===== config.mk =====
export PLATFORM = sky130hd
export DESIGN_NAME = tx_rail_format_line_encoder
export DESIGN_NICKNAME = d
export VERILOG_FILES = /design/src/hdl/tx_line_pkg.sv /design/src/hdl/tx_rail_format_line_encoder.sv
export SDC_FILE = /design/constraint.sdc
export NUM_CORES = 1
export LEC_CHECK = 0
export BUFFER_PORTS_ARGS = -buffer_cell sky130_fd_sc_hd__buf_2
export CAP_MARGIN = 20
export CORE_MARGIN = 2
export CORE_UTILIZATION = 62
export CTS_CLUSTER_SIZE = 20
export DETAILED_ROUTE_END_ITERATION = 16
export PLACE_DENSITY_LB_ADDON = 0.15
export SYNTH_ARGS = -nofsm -noshare
export SYNTH_HDL_FRONTEND = slang
export SYNTH_SLANG_ARGS = --single-unit

===== constraint.sdc =====
create_clock -name clk_sys -period 3.4 [get_ports clk_sys]
set_input_delay 0.51 -clock clk_sys [delete_from_list [all_inputs] [get_ports clk_sys]]
set_output_delay 0.51 -clock clk_sys [all_outputs]
set_load 0.01 [all_outputs]

===== src/hdl/tx_line_pkg.sv =====
package tx_line_pkg;
  // sampled pin vector layout
  localparam int SYNC_W = 7;
  localparam int PIN_CLK = 6;
  localparam int PIN_POS = 5;
  localparam int PIN_NEG = 4;
  localparam int PIN_FMT = 3;
  localparam int PIN_CTL = 2;
  localparam int PIN_RATE = 0;
  localparam logic [SYNC_W-1:0] SYNC_RST = 7'h00;

  // channel rate codes
  localparam logic [1:0] RATE_E3 = 2'h0;
  localparam logic [1:0] RATE_DS3 = 2'h1;
  localparam logic [1:0] RATE_STS1 = 2'h2;

  // nominal line rates in kHz (link clock is sampled, not used as a clock)
  localparam int RATE_E3_KHZ = 34368;
  localparam int RATE_DS3_KHZ = 44736;
  localparam int RATE_STS1_KHZ = 51840;
  localparam int CLK_SYS_KHZ = 10000;

  // substitution run lengths and symbol pipe depth
  localparam int RUN_B3ZS = 3;
  localparam int RUN_HDB3 = 4;
  localparam int PIPE_LEN = 4;
  localparam int FIFO_DEPTH = 32;
  localparam int FIFO_WIDTH = 2;

  // duty-restore period counter
  localparam int PER_W = 8;
  localparam logic [PER_W-1:0] PER_MAX = 8'hff;

  // pipe symbol codes
  typedef enum logic [1:0] {
    SYM_ZERO = 2'b00,
    SYM_MARK = 2'b01,
    SYM_BSUB = 2'b10,
    SYM_VIOL = 2'b11
  } sym_e;
endpackage


===== src/hdl/tx_rail_format_line_encoder.sv =====
`timescale 1ns/1ns
`default_nettype none

module sym_fifo #(
  parameter int WIDTH = tx_line_pkg::FIFO_WIDTH,
  parameter int DEPTH = tx_line_pkg::FIFO_DEPTH
) (
  // clock, reset, enable
  input wire logic clk_sys,
  input wire logic rst_n,
  input wire logic ce,
  // fill side
  input wire logic in_valid,
  output logic in_ready,
  input wire logic [WIDTH-1:0] in_data,
  // drain side
  output logic out_valid,
  input wire logic out_ready,
  output logic [WIDTH-1:0] out_data
);
  localparam int AW = $clog2(DEPTH);

  generate
    if (DEPTH < 2 || (1 << AW) != DEPTH || WIDTH < 1) begin : g_bad
      $error("sym_fifo depth must be a power of two >= 2");
    end
  endgenerate

  logic [WIDTH-1:0] mem_r [DEPTH];
  logic [AW-1:0] wr_r, wr_nxt, rd_r, rd_nxt;
  logic [AW:0] cnt_r, cnt_nxt;
  logic push, pop;

  assign in_ready = (cnt_r != (AW+1)'(DEPTH));
  assign out_valid = (cnt_r != '0);
  assign out_data = mem_r[rd_r];
  assign push = ce & in_valid & in_ready;
  assign pop = ce & out_valid & out_ready;

  // pointer and fill count
  always_comb begin
    wr_nxt = push ? wr_r + 1'b1 : wr_r;
    rd_nxt = pop ? rd_r + 1'b1 : rd_r;
    cnt_nxt = cnt_r + (AW+1)'(push) - (AW+1)'(pop);
  end

  always_ff @(posedge clk_sys or negedge rst_n) begin
    if (!rst_n) begin
      wr_r <= '0;
      rd_r <= '0;
      cnt_r <= '0;
    end else begin
      wr_r <= wr_nxt;
      rd_r <= rd_nxt;
      cnt_r <= cnt_nxt;
    end
  end

  // storage needs no reset; read only behind the count
  always_ff @(posedge clk_sys) begin
    if (push) begin
      mem_r[wr_r] <= in_data;
    end
  end
endmodule

module tx_rail_format_line_encoder (
  // clock, reset, enable
  input wire logic clk_sys,
  input wire logic rst_n,
  input wire logic ce,
  // terminal equipment pins
  input wire logic line_tx_clock,
  input wire logic positive_rail_in,
  input wire logic negative_rail_in,
  // channel configuration pins
  input wire logic rail_format_select,
  input wire logic ctl_rail_bit0,
  input wire logic [1:0] rate_sel,
  // pulse shaper side
  input wire logic shaper_ready,
  output logic pulse_valid,
  output logic pos_pulse,
  output logic neg_pulse,
  output logic tx_clock_50,
  // status
  output logic fifo_accept_ready,
  output logic single_rail_active
);
  localparam int N = tx_line_pkg::SYNC_W;
  localparam int L = tx_line_pkg::PIPE_LEN;
  localparam int PW = tx_line_pkg::PER_W;

  // zero run for the substitution window, per rate
  function automatic int run_len(input logic [1:0] rate);
    return (rate == tx_line_pkg::RATE_E3) ? tx_line_pkg::RUN_HDB3 : tx_line_pkg::RUN_B3ZS;
  endfunction

  // ---- pin synchroniser: three stages, change taken when 2 and 3 agree
  logic [N-1:0] s1_r, s2_r, s3_r, flt_r, flt_nxt, prev_clk_r;
  logic [N-1:0] pin_vec;

  assign pin_vec = {line_tx_clock, positive_rail_in, negative_rail_in,
                    rail_format_select, ctl_rail_bit0, rate_sel};

  generate
    for (genvar i = 0; i < N; i++) begin : g_flt
      always_comb begin
        flt_nxt[i] = (s2_r[i] == s3_r[i]) ? s3_r[i] : flt_r[i];
      end
    end
  endgenerate

  always_ff @(posedge clk_sys or negedge rst_n) begin
    if (!rst_n) begin
      s1_r <= tx_line_pkg::SYNC_RST;
      s2_r <= tx_line_pkg::SYNC_RST;
      s3_r <= tx_line_pkg::SYNC_RST;
      flt_r <= tx_line_pkg::SYNC_RST;
      prev_clk_r <= tx_line_pkg::SYNC_RST;
    end else if (ce) begin
      s1_r <= pin_vec;
      s2_r <= s1_r;
      s3_r <= s2_r;
      flt_r <= flt_nxt;
      prev_clk_r <= flt_r;
    end
  end

  logic clk_rise, single_rail;
  logic [1:0] rate;
  assign clk_rise = flt_r[tx_line_pkg::PIN_CLK] & ~prev_clk_r[tx_line_pkg::PIN_CLK];
  // either pin or control bit selects single rail
  assign single_rail = flt_r[tx_line_pkg::PIN_FMT] | flt_r[tx_line_pkg::PIN_CTL];
  assign rate = flt_r[tx_line_pkg::PIN_RATE +: 2];
  assign single_rail_active = single_rail;

  // 50% duty regeneration from measured period
  logic [PW-1:0] per_r, per_nxt, half_r, half_nxt;
  logic clk50_r, clk50_nxt;

  always_comb begin
    per_nxt = per_r;
    half_nxt = half_r;
    clk50_nxt = clk50_r;
    if (clk_rise) begin
      // any duty from 30% to 70% gives the same rising-edge period
      half_nxt = per_r >> 1;
      per_nxt = PW'(1);
      clk50_nxt = 1'b1;
    end else begin
      if (per_r != tx_line_pkg::PER_MAX) begin
        per_nxt = per_r + 1'b1;
      end
      if (per_r >= half_r) begin
        clk50_nxt = 1'b0;
      end
    end
  end

  always_ff @(posedge clk_sys or negedge rst_n) begin
    if (!rst_n) begin
      per_r <= '0;
      half_r <= '0;
      clk50_r <= 1'b0;
    end else if (ce) begin
      per_r <= per_nxt;
      half_r <= half_nxt;
      clk50_r <= clk50_nxt;
    end
  end
  assign tx_clock_50 = clk50_r;

  // ---- rail capture into fifo on each link clock rising edge while the fifo has room
  logic fifo_out_valid, pop;
  logic [1:0] fifo_out;

  sym_fifo #(
    .WIDTH(tx_line_pkg::FIFO_WIDTH),
    .DEPTH(tx_line_pkg::FIFO_DEPTH)
  ) u_fifo (
    .clk_sys(clk_sys),
    .rst_n(rst_n),
    .ce(ce),
    .in_valid(clk_rise),
    .in_ready(fifo_accept_ready),
    .in_data({flt_r[tx_line_pkg::PIN_POS], flt_r[tx_line_pkg::PIN_NEG]}),
    .out_valid(fifo_out_valid),
    .out_ready(shaper_ready),
    .out_data(fifo_out)
  );

  // shaper stalls the drain, so a slow shaper fills the fifo
  assign pop = ce & fifo_out_valid & shaper_ready;

  // ---- encoder: symbol pipe, parity since last violation, last polarity
  tx_line_pkg::sym_e pipe_r [L];
  tx_line_pkg::sym_e pipe_nxt [L];
  logic par_r, par_nxt, lastpos_r, lastpos_nxt;
  logic pos_r, pos_nxt, neg_r, neg_nxt, vld_r, vld_nxt;

  always_comb begin
    int run;
    logic all_zero;
    tx_line_pkg::sym_e out_sym;
    run = run_len(rate);
    all_zero = 1'b0;
    out_sym = pipe_r[L-1];
    pipe_nxt = pipe_r;
    par_nxt = par_r;
    lastpos_nxt = lastpos_r;
    pos_nxt = pos_r;
    neg_nxt = neg_r;
    vld_nxt = pop;
    if (pop) begin
      if (single_rail) begin
        // shift in new bit; fixed latency of the pipe length
        for (int k = L-1; k > 0; k--) begin
          pipe_nxt[k] = pipe_r[k-1];
        end
        pipe_nxt[0] = fifo_out[1] ? tx_line_pkg::SYM_MARK : tx_line_pkg::SYM_ZERO;
        all_zero = 1'b1;
        for (int k = 0; k < L; k++) begin
          if (k < run && pipe_nxt[k] != tx_line_pkg::SYM_ZERO) begin
            all_zero = 1'b0;
          end
        end
        if (all_zero) begin
          // even parity needs a b pulse to make the gap odd
          pipe_nxt[0] = tx_line_pkg::SYM_VIOL;
          if (!par_r) begin
            pipe_nxt[run-1] = tx_line_pkg::SYM_BSUB;
          end
          par_nxt = 1'b0;
        end else if (fifo_out[1]) begin
          par_nxt = ~par_r;
        end
        // polarity is given at the output end
        case (out_sym)
          tx_line_pkg::SYM_MARK, tx_line_pkg::SYM_BSUB: begin
            pos_nxt = ~lastpos_r;
            neg_nxt = lastpos_r;
            lastpos_nxt = ~lastpos_r;
          end
          tx_line_pkg::SYM_VIOL: begin
            pos_nxt = lastpos_r;
            neg_nxt = ~lastpos_r;
          end
          default: begin
            pos_nxt = 1'b0;
            neg_nxt = 1'b0;
          end
        endcase
      end else begin
        // encoder bypassed; both rails high is dropped
        for (int k = 0; k < L; k++) begin
          pipe_nxt[k] = tx_line_pkg::SYM_ZERO;
        end
        par_nxt = 1'b0;
        pos_nxt = fifo_out[1] & ~fifo_out[0];
        neg_nxt = fifo_out[0] & ~fifo_out[1];
      end
    end
  end

  always_ff @(posedge clk_sys or negedge rst_n) begin
    if (!rst_n) begin
      for (int k = 0; k < L; k++) begin
        pipe_r[k] <= tx_line_pkg::SYM_ZERO;
      end
      par_r <= 1'b0;
      lastpos_r <= 1'b0;
      pos_r <= 1'b0;
      neg_r <= 1'b0;
      vld_r <= 1'b0;
    end else if (ce) begin
      pipe_r <= pipe_nxt;
      par_r <= par_nxt;
      lastpos_r <= lastpos_nxt;
      pos_r <= pos_nxt;
      neg_r <= neg_nxt;
      vld_r <= vld_nxt;
    end
  end

  assign pos_pulse = pos_r;
  assign neg_pulse = neg_r;
  assign pulse_valid = vld_r;
endmodule

`default_nettype wire

==> flow_metrics.env <==
export IMPL_synth_nets=544
export IMPL_ctsHtreeMaxLevel=4
export IMPL_timing_final_hold_violations=0
export IMPL_critical_path_max_stage_delay_ns=0.40
export IMPL_design_die_area_um2=10900
export IMPL_run_status="finished, final reports clean"
export IMPL_path_delay_family="adder cells"
export IMPL_grt_start_max_net_pins=75
export IMPL_portBuffers=16
export IMPL_fill_cells=701
export IMPL_critical_path_arrival_ns=3.42
export IMPL_detail_route_first_pass_iterations=4
export IMPL_synth_register_bits=138
export IMPL_clockRootBuffer="sky130_fd_sc_hd__clkbuf_8"
export IMPL_synth_warnings=0
export IMPL_total_switching_power_uw=1900
export IMPL_post_cts_repair_setup_buffers=0
export IMPL_layout_drive_gt1_share=0.146
export IMPL_timing_critical_path_mode_cell="sky130_fd_sc_hd__inv_1"
export IMPL_crit_fanout=16
export IMPL_min_tclk_post_route_ns=3.02
export IMPL_io_pins=17
export IMPL_maxSlewViolCount=0
export IMPL_rsz0062_at_grt="no"
export IMPL_synth_seq_area_share=0.602
export IMPL_drtIter0Drc=186
export IMPL_critical_path_n_buffers_inverters=5
export IMPL_fin_worst_hold_slack_ns=0.106
export IMPL_sequentialPowerShare=0.416
export IMPL_power_share_combinational=0.279
export IMPL_fp_dieW_um=105
export IMPL_number_of_cells_upsized_or_downsized_after_cts=0
export IMPL_post_drt_wl_per_cell_um=16.6
export IMPL_leading_cell_type_in_the_layout_fill_and_taps_excluded="sky130_fd_sc_hd__dfrtp_1"
export IMPL_timing_fmax_ghz=0.332
export IMPL_synth_edff_count=64
export IMPL_min_delay_path_class="in -> async"
export IMPL_ant_nets=0
export IMPL_worst_pin_slew_ns=1.03
export IMPL_cp_start_kind="flip-flop"
export IMPL_worst_slew_margin_rel=0.313
export IMPL_routed_wl_um=11200
export IMPL_fin_setup_tns_ns=0
export IMPL_irDropWorstVdd_mv=0.529
export IMPL_critPathKind="reg -> reg"
export IMPL_antenna_cell_count=0
export IMPL_grt_first_pass_wirelength_um=19000
export IMPL_place_area_um2=6420
export IMPL_design_power_total_uw=5930
export IMPL_fin_ws_ns=0.385
export IMPL_post_route_standard_cell_area_excluding_fillers_um2=7000
export IMPL_detailroute_via_count=3830
export IMPL_postSynthCellCount=509
export IMPL_postSynthAreaPerCell_um2=12.3
export IMPL_leakage_uw=0.00290
export IMPL_layout_common_cells="sky130_fd_sc_hd__dfrtp_1 (74), sky130_fd_sc_hd__edfxtp_1 (64), sky130_fd_sc_hd__nor2_1 (51)"
export IMPL_number_of_clock_sinks_seen_by_cts=138
export IMPL_setup_worst_path_end_class="flip-flop"
export IMPL_die_h_um=105
export IMPL_synth_cell_types=53
export IMPL_initial_core_util=0.641
export IMPL_tritoncts="yes"
export IMPL_period_share=0.887
export IMPL_power_density_nw_per_um2=848
export IMPL_crit_slowest_cell="sky130_fd_sc_hd__fa_1"
export IMPL_drc=0
export IMPL_worst_setup_hold_path_clk_slew_ns=0.06
export IMPL_synthArstFlopShare=0.536
export IMPL_cts_hold_fix_buffers=0
export IMPL_num_rows=36
export IMPL_reg2reg_depth=16
export IMPL_power_report_internal_total_uw=4030
export IMPL_critical_path_depth=16
export IMPL_placeableCoreArea_um2=9770
export IMPL_fin_skew_ns=0.00835
export IMPL_dpl_hpwl_um=7390
export IMPL_nets=564
export IMPL_grt_pass1_vias=4024
export IMPL_cts_buffers=17
export IMPL_grtUsageTotal=0.227
export IMPL_overall_overflow_remaining_after_global_route=0
export IMPL_critical_path_required_ns=3.81
export IMPL_grt_antenna_before_repair=0
export IMPL_setup_failing_eps_final=0
export IMPL_place_gp_congestion=0.781
export IMPL_synth_flop_cell="sky130_fd_sc_hd__dfrtp_1"
export IMPL_clock_power_share=0.305
export IMPL_syn_area_um2=6260
export IMPL_clock_insertion_delay_worst_skew_ns=0.53
export IMPL_cts_max_path_buffers=2
export IMPL_critical_path_cell_chain="inv_1 -> ha_1 -> nor3b_1 -> nand2_1 -> nand3_1 -> inv_1 -> ha_1 -> inv_1 -> ha_1 -> inv_1 -> fa_1 -> inv_1 -> a21oi_1 -> nor2_1 -> nor2_1 -> xnor2_1"
export IMPL_dp_slack_ns=0.476
export IMPL_area_growth_synth_to_final_pct=11.8
export IMPL_swShare=0.321
export IMPL_maxCapViolCount=0
export IMPL_detail_route_vias_per_cell=5.67
## cells in the mapped netlist (2+ instances only)
master                      n  area, um^2
sky130_fd_sc_hd__a21o_1     2        15.0
sky130_fd_sc_hd__mux2_2    22         248
sky130_fd_sc_hd__nand2b_1   9        56.3
sky130_fd_sc_hd__o22a_1     2        17.5
sky130_fd_sc_hd__nor2b_1    3        18.8
sky130_fd_sc_hd__nand3b_1   2        15.0
sky130_fd_sc_hd__buf_6      2        22.5
sky130_fd_sc_hd__edfxtp_1  64        1920
sky130_fd_sc_hd__nand2_1   48         180
sky130_fd_sc_hd__xnor2_1   11        96.3
sky130_fd_sc_hd__ha_1      23         288
sky130_fd_sc_hd__and2_1     2        12.5
sky130_fd_sc_hd__xor2_1     6        52.6
sky130_fd_sc_hd__and3_1     2        12.5
sky130_fd_sc_hd__or3b_2     2        17.5
sky130_fd_sc_hd__dfrtp_1   74        1850
sky130_fd_sc_hd__nor3b_1    3        22.5
sky130_fd_sc_hd__o31ai_1    2        15.0
sky130_fd_sc_hd__nor2_1    51         191
sky130_fd_sc_hd__or3_1      3        18.8
sky130_fd_sc_hd__nor3_1     3        15.0
sky130_fd_sc_hd__a22oi_1   14         105
sky130_fd_sc_hd__nand3_1   10        50.1
sky130_fd_sc_hd__or2_2      2        12.5
sky130_fd_sc_hd__inv_1     25        93.8
sky130_fd_sc_hd__nand4b_1   2        17.5
sky130_fd_sc_hd__o21ai_0   18        90.1
sky130_fd_sc_hd__nand4_1    7        43.8
sky130_fd_sc_hd__buf_4      4        30.0
sky130_fd_sc_hd__a21oi_1   27         135
sky130_fd_sc_hd__clkbuf_1   9        33.8
sky130_fd_sc_hd__mux2i_1   34         340
## worst register-to-register path: stages, from the launching register on
cell,delay [ns]
sky130_fd_sc_hd__dfrtp_1,0.38
sky130_fd_sc_hd__inv_1,0.08
sky130_fd_sc_hd__ha_1,0.15
sky130_fd_sc_hd__nor3b_1,0.38
sky130_fd_sc_hd__nand2_1,0.11
sky130_fd_sc_hd__nand3_1,0.12
sky130_fd_sc_hd__inv_1,0.24
sky130_fd_sc_hd__ha_1,0.37
sky130_fd_sc_hd__inv_1,0.06
sky130_fd_sc_hd__ha_1,0.16
sky130_fd_sc_hd__inv_1,0.06
sky130_fd_sc_hd__fa_1,0.40
sky130_fd_sc_hd__inv_1,0.08
sky130_fd_sc_hd__a21oi_1,0.06
sky130_fd_sc_hd__nor2_1,0.08
sky130_fd_sc_hd__nor2_1,0.05
sky130_fd_sc_hd__xnor2_1,0.12
## state kept, by name, indices dropped and copies added, names as in the netlist, 6 cells and up
name and flops:
flt_r 7, pipe_r 8, s1_r 7, s2_r 7, s3_r 7, half_r 7
per_r 8, u_fifo.mem_r 64, u_fifo.cnt_r 6
## power groups by stage
stage               clock [uW]  sequential [uW]  combinational, uW
CTS                       1840             2460               1670
detailed placement           0             2490               1640
global route              1920             2520               1860
finish                    1810             2470               1660
floorplan                    0             2340               1400
global placement             0             2470               1570
## metrics by stage
stage | std cells | util
6_report | 675 | 0.716
5_1_grt | 675 | 0.716
4_1_cts | 675 | 0.716
3_5_place_dp | 643 | 0.657
3_3_place_gp | 643 | 0.657
2_1_floorplan | 509 | -
## final timing paths
kind	to	start	slack, ns
worst max-delay path	u_fifo.cnt_r[4]	u_fifo.cnt_r[2]	0.38
worst min-delay path	flt_r[4]	rst_n	0.11
worst max register to register	u_fifo.cnt_r[4]	u_fifo.cnt_r[2]	0.38
worst min register to register	pipe_r[0]	pipe_r[0]	0.48
max in group asynchronous	u_fifo.wr_r[4]	rst_n	2.68
min in group clk_sys	s1_r[6]	line_tx_clock	0.21
## cells by family after synthesis
family,Yosys count,share of synthesized area
AOI/OAI and AO/OA,74,0.0749
xor gates and xnor gates,17,0.0238
adders and majority gates,24,0.0491
buffers and inverters,45,0.0380
DFF,138,0.602
muxes,56,0.0939
and+or+nand+nor,155,0.118
## per-layer routing
| metal | vias up | global-route usage | share of wire |
|---|---|---|---|
| met1 | 1907 | 0.294 | 0.45 |
| met2 | 68 | 0.366 | 0.50 |
| met4 | 0 | 0.0849 | 0.0088 |
| met3 | 11 | 0.0664 | 0.039 |
| li1 | 1844 | - | - |
| met5 | - | 0 | 0 |
## final cells by class
type	count	area [um^2]	share of cell area
sequential	138	3770	0.539
multi-input combinational	326	2250	0.322
clock buffer	21	429	0.0613
tap	133	166	0.0238
clock inverter	11	153	0.0218
timing repair buffer	21	133	0.0189
inverter	25	93.8	0.0134
Note: power is estimated with default switching activity, not from simulation.
